===== src/rtl/lcd_cfg_pkg.sv =====
// Purpose: Shared constants and types of the LCD configuration block
// Assumes: 8-bit register port, 4-bit register index
// Notes:   Register indices are word indices on the plain port
package lcd_cfg_pkg;

  localparam int ADDR_W = 4;
  localparam int DATA_W = 8;
  localparam int FP_NUM = 41;

  // Register indices
  localparam logic [3:0] IDX_CLOCK_SELECT  = 4'h0;
  localparam logic [3:0] IDX_SUPPLY        = 4'h1;
  localparam logic [3:0] IDX_LOW_POWER     = 4'h2;
  localparam logic [3:0] IDX_FRAME         = 4'h3;
  localparam logic [3:0] IDX_BLINK         = 4'h4;
  localparam logic [3:0] IDX_FRONTPLANE_0  = 4'h5;
  localparam logic [3:0] IDX_FRONTPLANE_5  = 4'ha;

  // Clock select fields
  localparam int CLK_SOURCE_BIT = 7;
  localparam int CLK_PRESCALE_BY_SIXTEEN_BIT  = 6;
  localparam int CLK_ADJ_MSB    = 5;

  // Supply control fields
  localparam int SUP_PUMP_EN_BIT  = 7;
  localparam int SUP_PUMP_MUL_BIT = 6;
  localparam int SUP_PCLK_MSB     = 5;
  localparam int SUP_PCLK_LSB     = 4;
  localparam int SUP_HDRV_BIT     = 3;
  localparam int SUP_BYPASS_BIT   = 2;
  localparam int SUP_SRC_MSB      = 1;

  // Low power control fields
  localparam int LP_WAIT_DIS_BIT  = 1;
  localparam int LP_STOP3_DIS_BIT = 0;

  // Frame control fields
  localparam int FR_CLK_MSB   = 5;
  localparam int FR_CLK_LSB   = 3;
  localparam int FR_LPW_BIT   = 2;
  localparam int FR_DUTY_MSB  = 1;
  localparam logic [7:0] FR_MASK = 8'h3f;

  // Blink control fields
  localparam int BL_MODE_BIT  = 3;
  localparam int BL_RATE_MSB  = 2;
  localparam logic [7:0] BL_MASK = 8'h0f;

  // Last frontplane register holds only bit 0
  localparam logic [7:0] FP5_MASK = 8'h01;

  // Supply source and duty codes
  localparam logic [1:0] SUP_SECOND_BIAS = 2'h0;
  localparam logic [1:0] SUP_THIRD_BIAS  = 2'h1;
  localparam logic [1:0] SUP_EXTERNAL    = 2'h2;
  localparam logic [1:0] DUTY_QUARTER    = 2'h3;
  localparam logic [1:0] DUTY_THIRD      = 2'h2;

  // Reset values
  localparam logic [7:0] RST_REG = 8'h00;

  // Prescale constants
  localparam logic [3:0] PRE16_LAST  = 4'hf;
  localparam logic [7:0] FRAME_ONE   = 8'h02;
  localparam logic [9:0] BLINK_ONE   = 10'h004;

  typedef struct packed {
    logic       lcdActive;
    logic       pumpOn;
    logic       pumpTripler;
    logic [1:0] pumpClockSel;
    logic       highDrive;
    logic       bufferBypass;
    logic       secondBiasInternal;
    logic       thirdBiasInternal;
    logic       externalSupply;
    logic       quarterDuty;
    logic [2:0] backplaneCount;
    logic [1:0] backplaneIdx;
    logic       lowPowerWave;
    logic       blinkAll;
    logic       blinkPhase;
    logic       frameTick;
  } lcd_drive_t;

endpackage


===== src/rtl/lcd_driver_config_regs.sv =====
// Purpose: Configuration registers and timing of a segment LCD driver
// Assumes: External reference is a level synchronous to mclk
// Notes:   Timing dividers are enables; one clock domain only
// Notes on behaviour
// - Source bit clear picks external reference, set picks bus clock
// - Divide-by-sixteen bit and six-bit adjust make the base clock
// - Pump enable bit set turns the charge pump on
// - Pump multiplier bit: zero doubler, one tripler
// - Bypass bit: zero buffered supply, one unbuffered
// - Supply code 00 derives second bias level from main supply
// - Supply code 10 expects power from the external supply pin
// - Multiplier select ignored while supply code is 00 (second bias from main)
// - Two-bit pump clock adjust chooses the pump clock source
// - Duty code 11 gives four backplanes, 10 gives three
// - Three-bit frame clock field divides the base frequency
// - Three-bit blink rate divides the frame-related base rate
// - Blink scope: zero selected segments, one all segments
// - Wait disable set stops driving during wait mode
// - Stop3 disable clear keeps driving during stop3
// - Each of 41 frontplanes has its own enable bit
// - Stop3 disable set stops driving during stop3
// - Supply code 01 generates third bias level from main supply
module lcd_driver_config_regs
  import lcd_cfg_pkg::*;
(
  // Clock and reset
  input  wire logic                      mclk,
  input  wire logic                      sys_rst,
  // Register port
  input  wire logic [lcd_cfg_pkg::ADDR_W-1:0] regAddr,
  input  wire logic [lcd_cfg_pkg::DATA_W-1:0] regWrData,
  input  wire logic                      regWrite,
  input  wire logic                      regRead,
  output logic      [lcd_cfg_pkg::DATA_W-1:0] regRdData,
  // Clock reference and power modes
  input  wire logic                      extRefClk,
  input  wire logic                      waitMode,
  input  wire logic                      stop3Mode,
  // Drive controls toward the glass
  output lcd_cfg_pkg::lcd_drive_t        driveCtrl,
  output logic      [lcd_cfg_pkg::FP_NUM-1:0] frontplaneDrive
);
  import lcd_cfg_pkg::*;

  logic [7:0]        clockSelReg;
  logic [7:0]        supplyReg;
  logic [7:0]        lowPowerReg;
  logic [7:0]        frameReg;
  logic [7:0]        blinkReg;
  logic [7:0]        fpReg [0:5];
  logic [FP_NUM-1:0] fpEnable;
  logic              extRefPrev;
  logic              selTick;
  logic              preTick;
  logic              baseTick;
  logic              frameTick;
  logic              active;
  logic [3:0]        pre16Cnt;
  logic [5:0]        adjCnt;
  logic [7:0]        frameCnt;
  logic [7:0]        frameMask;
  logic [9:0]        blinkCnt;
  logic [9:0]        blinkMask;
  logic              blinkPhase;
  logic [1:0]        bpIdx;
  logic [1:0]        bpLast;
  logic [2:0]        fpSel;

  // Register writes
  always_ff @(posedge mclk) begin
    if (sys_rst) begin
      clockSelReg <= RST_REG;
      supplyReg   <= RST_REG;
      lowPowerReg <= RST_REG;
      frameReg    <= RST_REG;
      blinkReg    <= RST_REG;
    end else if (regWrite) begin
      case (regAddr)
        IDX_CLOCK_SELECT: clockSelReg <= regWrData;
        IDX_SUPPLY:       supplyReg   <= regWrData;
        IDX_LOW_POWER:    lowPowerReg <= regWrData & 8'h03;
        IDX_FRAME:        frameReg    <= regWrData & FR_MASK;
        IDX_BLINK:        blinkReg    <= regWrData & BL_MASK;
        default: ;
      endcase
    end
  end

  assign fpSel = 3'(regAddr - IDX_FRONTPLANE_0);

  always_ff @(posedge mclk) begin
    if (sys_rst) begin
      for (int i = 0; i < 6; i++) begin
        fpReg[i] <= RST_REG;
      end
    end else if (regWrite && regAddr >= IDX_FRONTPLANE_0
                 && regAddr <= IDX_FRONTPLANE_5) begin
      fpReg[fpSel] <= (regAddr == IDX_FRONTPLANE_5) ?
                      (regWrData & FP5_MASK) : regWrData;
    end
  end

  assign fpEnable = {fpReg[5][0], fpReg[4], fpReg[3], fpReg[2],
                     fpReg[1], fpReg[0]};

  // Read data stands one cycle after the strobe, zero otherwise
  always_ff @(posedge mclk) begin
    if (sys_rst) begin
      regRdData <= 8'h00;
    end else if (regRead) begin
      case (regAddr)
        IDX_CLOCK_SELECT: regRdData <= clockSelReg;
        IDX_SUPPLY:       regRdData <= supplyReg;
        IDX_LOW_POWER:    regRdData <= lowPowerReg;
        IDX_FRAME:        regRdData <= frameReg;
        IDX_BLINK:        regRdData <= blinkReg;
        4'h5, 4'h6, 4'h7, 4'h8, 4'h9, 4'ha: regRdData <= fpReg[fpSel];
        default:          regRdData <= 8'h00;
      endcase
    end else begin
      regRdData <= 8'h00;
    end
  end

  // Driving stops in a low-power mode only when its disable bit is set
  assign active = !(waitMode && lowPowerReg[LP_WAIT_DIS_BIT])
               && !(stop3Mode && lowPowerReg[LP_STOP3_DIS_BIT]);

  // Clock source: every mclk cycle or each rising reference edge
  always_ff @(posedge mclk) begin
    if (sys_rst) begin
      extRefPrev <= 1'b0;
    end else begin
      extRefPrev <= extRefClk;
    end
  end

  assign selTick = clockSelReg[CLK_SOURCE_BIT] ? 1'b1
                 : (extRefClk && !extRefPrev);

  // Prescaler; counters hold while the display is stopped
  always_ff @(posedge mclk) begin
    if (sys_rst) begin
      pre16Cnt <= 4'h0;
    end else if (active && selTick) begin
      pre16Cnt <= pre16Cnt + 4'h1;
    end
  end

  assign preTick = clockSelReg[CLK_PRESCALE_BY_SIXTEEN_BIT] ?
                   (selTick && pre16Cnt == PRE16_LAST) : selTick;

  always_ff @(posedge mclk) begin
    if (sys_rst) begin
      adjCnt <= 6'h00;
    end else if (active && preTick) begin
      adjCnt <= (adjCnt >= clockSelReg[CLK_ADJ_MSB:0]) ? 6'h00
                : adjCnt + 6'h01;
    end
  end

  // Base tick: prescaled clock divided by adjust plus one
  assign baseTick = active && preTick
                 && adjCnt >= clockSelReg[CLK_ADJ_MSB:0];

  // Frame tick: base divided by two to the power of field plus one
  assign frameMask = 8'((FRAME_ONE << frameReg[FR_CLK_MSB:FR_CLK_LSB])
                        - 8'h01);
  assign frameTick = baseTick && ((frameCnt & frameMask) == frameMask);

  always_ff @(posedge mclk) begin
    if (sys_rst) begin
      frameCnt <= 8'h00;
    end else if (baseTick) begin
      frameCnt <= frameCnt + 8'h01;
    end
  end

  // Blink phase toggles at a power-of-two division of the frame rate
  assign blinkMask = 10'((BLINK_ONE << blinkReg[BL_RATE_MSB:0]) - 10'h001);

  always_ff @(posedge mclk) begin
    if (sys_rst) begin
      blinkCnt   <= 10'h000;
      blinkPhase <= 1'b0;
    end else if (frameTick) begin
      blinkCnt <= blinkCnt + 10'h001;
      if ((blinkCnt & blinkMask) == blinkMask) begin
        blinkPhase <= !blinkPhase;
      end
    end
  end

  // Backplane sequence length follows the duty code
  assign bpLast = frameReg[FR_DUTY_MSB:0];

  always_ff @(posedge mclk) begin
    if (sys_rst) begin
      bpIdx <= 2'h0;
    end else if (frameTick) begin
      bpIdx <= (bpIdx >= bpLast) ? 2'h0 : bpIdx + 2'h1;
    end
  end

  // Registered drive controls
  always_ff @(posedge mclk) begin
    if (sys_rst) begin
      driveCtrl <= '0;
    end else begin
      driveCtrl.lcdActive    <= active;
      driveCtrl.pumpOn       <= supplyReg[SUP_PUMP_EN_BIT];
      // Multiplier meaningless when second bias is taken from main supply
      driveCtrl.pumpTripler  <= supplyReg[SUP_PUMP_MUL_BIT]
        && supplyReg[SUP_SRC_MSB:0] != SUP_SECOND_BIAS;
      driveCtrl.pumpClockSel <= supplyReg[SUP_PCLK_MSB:SUP_PCLK_LSB];
      driveCtrl.highDrive    <= supplyReg[SUP_HDRV_BIT];
      driveCtrl.bufferBypass <= supplyReg[SUP_BYPASS_BIT];
      driveCtrl.secondBiasInternal <=
        supplyReg[SUP_SRC_MSB:0] == SUP_SECOND_BIAS;
      driveCtrl.thirdBiasInternal <=
        supplyReg[SUP_SRC_MSB:0] == SUP_THIRD_BIAS;
      driveCtrl.externalSupply <=
        supplyReg[SUP_SRC_MSB:0] == SUP_EXTERNAL;
      driveCtrl.quarterDuty  <= bpLast == DUTY_QUARTER;
      driveCtrl.backplaneCount <= 3'(bpLast) + 3'h1;
      driveCtrl.backplaneIdx <= bpIdx;
      driveCtrl.lowPowerWave <= frameReg[FR_LPW_BIT];
      driveCtrl.blinkAll     <= blinkReg[BL_MODE_BIT];
      driveCtrl.blinkPhase   <= blinkPhase;
      driveCtrl.frameTick    <= frameTick;
    end
  end

  // Only enabled pins are frontplanes, and only while driving
  always_ff @(posedge mclk) begin
    if (sys_rst) begin
      frontplaneDrive <= '0;
    end else begin
      frontplaneDrive <= active ? fpEnable : '0;
    end
  end

endmodule


===== config.mk =====
export PLATFORM = sky130hd
export DESIGN_NAME = lcd_driver_config_regs
export DESIGN_NICKNAME = d
export VERILOG_FILES = /design/src/rtl/lcd_cfg_pkg.sv /design/src/rtl/lcd_driver_config_regs.sv
export SDC_FILE = /design/constraint.sdc
export NUM_CORES = 1
export LEC_CHECK = 0
export BUFFER_PORTS_ARGS = -buffer_cell sky130_fd_sc_hd__buf_2
export CORE_ASPECT_RATIO = 0.75
export CORE_MARGIN = 4
export CORE_UTILIZATION = 55
export CTS_BUF_LIST = sky130_fd_sc_hd__clkbuf_16
export DETAILED_ROUTE_END_ITERATION = 10
export PLACE_DENSITY = 0.76
export SLEW_MARGIN = 30
export SYNTH_ARGS = -nofsm -noshare
export SYNTH_HDL_FRONTEND = slang
export SYNTH_SLANG_ARGS = --single-unit

===== constraint.sdc =====
create_clock -name mclk -period 8.1 [get_ports mclk]
set_input_delay 0.405 -clock mclk [delete_from_list [all_inputs] [get_ports mclk]]
set_output_delay 0.405 -clock mclk [all_outputs]
set_load 0.1 [all_outputs]

---- Word level (Yosys, flattened, before mapping) ----
Memory sizes are Yosys's and may differ from the RTL's. A register that Yosys moved wholly into a read port is not among the register bits.
Cells that the tools add are included.
operators by class
  add/subtract/negate cells ............... 9
  order comparisons ....................... 4
  eq/ne operators ......................... 16
  shifts and indexed selects .............. 2
  multiplexer cells ....................... 14
  bitwise operators ....................... 4
  reduce and logical (&&, ||, !) cells .... 29
operator list
  cell                     count
  $pmux W8 S6              1
  $eq A4 B3 Y1 const B     4
  $eq A4 B4 Y1 const B     4
  $mux W8                  2
  $logic_and A1 B1 Y1      12
  $reduce_and A2 Y1        6
  $add A10 B1 Y10 const B  1
  $and A10 B10 Y10         1
  $eq A10 B10 Y1           1
  $shl A3 B3 Y10 const A   1
  $sub A10 B1 Y10 const B  1
  $add A8 B1 Y8 const B    1
  $and A8 B8 Y8            1
  $eq A4 B2 Y1 const B     2
  $eq A8 B8 Y1             1
  $mux W1                  8
  $reduce_or A8 Y1         1
  $shl A2 B3 Y8 const A    1
  $sub A8 B1 Y8 const B    1
  $add A6 B1 Y6 const B    1
  $ge A6 B6 Y1             1
  $mux W6                  1
  $reduce_or A6 Y1         1
  $add A4 B1 Y4 const B    1
  other kinds (17)         23
word-level totals
  flip-flop bits (word level) ............. 88
  RAM bits ................................ 48
  output and inout port bits .............. 69
  word-level logic and storage cells ...... 108
  memories ................................ 1
memory list
  memory  words  width  read ports  clocked after Yosys merged registers in  wr ports  line                          text
  fpReg   6      8      7           6                                        6         lcd_driver_config_regs.sv:50  logic [7:0] fpReg [0:5];

---- Logic depth before layout (Yosys ltp) ----
  word-level depth ........................ 9
  mapped depth ............................ 11
  gate-level depth less buffers ........... 9

---- Worst setup path after synthesis ----
No wires, ideal clock.
  path type ............................... input to register
  start point ............................. in regAddr[0] in the netlist's numbering
  end point ............................... mem fpReg[4][0] (enable)
  arrival time ............................ 2745 ps
  required time ........................... 7716 ps
  setup slack ............................. 4971 ps
  stages .................................. 8
  buffers on the path ..................... 2
  cells stage by stage .................... buf_1 -> inv_1 -> ha_1 -> xnor2_1 -> nand2_1 -> a21o_1 -> clkbuf_1 -> o21ai_0
RTL lines
  element             line                          text
  start: declaration  lcd_driver_config_regs.sv:30  input wire logic [lcd_cfg_pkg::ADDR_W-1:0] regAddr,
  end: declaration    lcd_driver_config_regs.sv:50

---- Final worst setup path ----
  start point ............................. reg frameReg[5]
  end point ............................... reg blinkPhase
on the way
  cells in the longest elaborated chain, start to end .. 6
RTL lines
  element                        line                           text
  start: declaration             lcd_driver_config_regs.sv:48   logic [7:0] frameReg;
  start signal: assignment       lcd_driver_config_regs.sv:82   IDX_FRAME: frameReg <= regWrData & FR_MASK;
  $shl A2 B3 Y8 *                lcd_driver_config_regs.sv:167  assign frameMask = 8'((FRAME_ONE << frameReg[FR_CLK_MSB:FR_CLK_LSB])
  $sub A8 B1 Y8 *                lcd_driver_config_regs.sv:168  - 8'h01);
  $and A8 B8 Y8                  lcd_driver_config_regs.sv:169  assign frameTick = baseTick && ((frameCnt & frameMask) == frameMask);
  $eq A8 B8 Y1 *                 lcd_driver_config_regs.sv:169
  $logic_and A1 B1 Y1 *          lcd_driver_config_regs.sv:169
  $reduce_and A2 Y1 (no line) *  -
  end signal: assignment         lcd_driver_config_regs.sv:189  blinkPhase <= !blinkPhase;
  end: declaration               lcd_driver_config_regs.sv:64   logic blinkPhase;
Mark *: on every way between the ends. The rest lies on a longest branch, timed or not.
A chain may end at the register's enable or synchronous reset.

==> run metrics <==
status=complete, no violations; Tcrit/Tclk final=38.8%; Mapped Nets=756; layer with the highest usage=met2; max-slew violation count=0; Sw Share=27.7%; crit path capture type=flip-flop; met1 Track Usage GR=around 31%; Clock Latency Late Sink=0.44 ns; antenna-violating nets left=0; Post-synth top cells=dfxtp_1, nor2_1, nand2_1, edfxtp_1, and2_1; ys async rst share=0%; Num CTS Buffers=17; TNS Setup=0 ns; effective utilization at floorplan=56.5%; top-count cell post-synth=dfxtp_1; Die Height=111 um; final net count=830; Max Fclk=approximately 0.32 GHz; Hold Violations, Final=0; predominant post-synthesis flop cell=dfxtp_1; Cell Int Power=0.00153 W; synthesized area=roughly 7800 sq um; DR pass1 iterations=6; I/O pins=88; post-synth top area share=around a third; PwrDens=about 240 nW/um^2; CP required=around 8.4 ns; postcts setup bufs=0; Yosys reg bits=191; Die W=approximately 150 um; worst-path fanout max=14; # resized after CTS=0; synth unique cells=60; met3 Track Usage GR=5.60%; number of global-route vias before repair=5340; # diodes=0; Area Growth Syn to Fin=14.5%; Seq/Total Area, Yosys=a little under three fifths; Cells after Synth=718; top post-synthesis cells by area=dfxtp_1, edfxtp_1, mux4_2; hold buffer count at CTS=0; Post-synth EDFFs=64; largest net degree at the start of global routing=approximately 50; peak supply drop=roughly 0.17 mV; layout cells sized above 1=about a fifth; crit path kind=reg2reg; fin area=~8900 sq um; via count of the routed design=about 5.6k; Syn Area/Cell=10.8 sq um; dpl hpwl=12500 um; final setup fails=0; IO buf count=87; Max Cap Viol=0; DRT iter0 DRCs=around 530; Total Routing Usage GR=21.8%; Comb pwr share=11.7%; gpl congestion=0.925; Rows=37; max_slew headroom=41.2%; Leak=3.44 nW; number of vias per cell=5.68; final worst path period need=3.14 ns; first-pass GRT wire length=28000 um; Area after DPL=8280 sq um; sequential share of power=~49%; initial antenna violation count=0; clock slew at reported path FFs=roughly 0.070 ns; clk_skew=0.0116 ns; min-delay worst type=in2reg; Root Driver=clkbuf_16; drt total wl=around 17000 um; Core Footprint=13700 sq um; RSZ-0062 raised after global routing=no; Worst EP arrival=3.46 ns; gr ovfl total=0; Synth area leader=dfxtp_1; hold_ws=0.208 ns; Yosys warnings=0; WL/cell=~18 um; crit path launch type=flip-flop; switching pwr=0.000586 W; CTS Buffer Depth=2; DIE AREA=between 15000 and 20000 sq um; CTS tree=done; DRC=0; Clock Sinks=around 190; H-Tree Depth=4; GR Util met2=around 32%; clock group share of total power=about two fifths; Slew @ Worst Pin=0.874 ns
-- power by group through the flow --
| stage | Combinational, W | Sequential, W | Clock, W |
|---|---|---|---|
| after CTS | 0.000246 | 0.00104 | 0.000842 |
| final | 0.000247 | 0.00104 | 0.000831 |
| after floorplan | 0.0000917 | 0.00116 | 0 |
| after detailed placement | 0.000245 | 0.00106 | 0 |
| after global routing | 0.000260 | 0.00104 | 0.000885 |
| after global placement | 0.000240 | 0.00106 | 0 |
-- registers in the layout (all words and copies together), names as in the netlist --
name and count:
fpReg 64, frontplaneDrive 41, driveCtrl 19, blinkCnt 9
clockSelReg 8, frameCnt 8, regRdData 8, supplyReg 8
adjCnt 6, frameReg 6, blinkReg 4, pre16Cnt 4
bpIdx 2, lowPowerReg 2, blinkPhase 1, extRefPrev 1
-- cells by family (layout without fill, tap and decap cells) --
family          Yosys count  count (layout)  synth area share [%]
fa+ha+maj                19              19                  3.06
mux                      39              39                  7.67
compound gates           95              95                  7.77
simple gates            299             299                  18.9
flops                   191             191                  57.5
xor+xnor                 14              14                  1.58
buf+inv                  61             148                  3.50
-- worst paths after layout --
kind                     from             endpoint  slack, ns  cells past startpoint
setup / recovery  frameReg[5]           blinkPhase       4.96                      7
hold / removal      extRefClk           extRefPrev       0.21                      2
setup reg to reg  frameReg[5]           blinkPhase       4.96                      7
hold reg to reg   fpReg[1][7]  frontplaneDrive[15]       0.46                      1
-- cell type report --
| cell class | instances | area [sq um] |
|---|---|---|
| fill | 1009 | 4860 |
| sequential | 191 | 4460 |
| multi-input combinational | 466 | 3060 |
| clock buffer | 18 | 450 |
| timing repair buffer | 89 | 450 |
| tap | 175 | 219 |
| clock inverter | 14 | 145 |
| inverter | 27 | 101 |
-- cells in the final DEF (no fill, tap or decap), types with 4 or more instances in the layout --
cell type  synthesis  final
dfxtp_1          127    127
nor2_1            89     88
buf_2              0     87
nand2_1           81     81
edfxtp_1          64     64
and2_1            47     47
a21oi_1           43     43
inv_1             27     27
mux2i_1           19     19
nor2b_1           18     18
ha_1              19     18
clkbuf_16          0     18
mux4_2            16     16
o21ai_0           12     11
nand3_1           10     10
xnor2_1            8      8
nor3_1             9      7
nand2b_1           7      7
inv_6              0      7
and3_1             6      6
nand4_1            6      6
or4_1              6      6
o31ai_1            6      6
xor2_1             6      5
mux2_2             4      4
a22oi_1            4      4
-- worst max-delay path, stage by stage, from the launching register on --
cell and delay (ns):
dfxtp_1 0.41, or3_2 0.51, ha_1 0.29, o21ai_0 0.08, a211o_1 0.27, or4_4 0.62
nor4_1 0.46, mux2_2 0.38
-- stage by stage --
step	total power [W]	setup WS [ns]	util (%)	instances
2_1_floorplan	0.00125	4.97	-	718
5_1_grt	0.00219	4.69	64.6	980
3_5_place_dp	0.00131	4.40	60.2	948
4_1_cts	0.00213	4.83	64.6	980
6_report	0.00212	4.96	64.6	980
3_3_place_gp	0.00130	4.39	60.1	948
-- routing by layer --
metal	wire, um	up-vias
met1	7830	2619
met3	1500	35
met5	0	-
li1	-	2649
met2	7700	265
met4	400	0
Power figures use the tool's default switching activity.
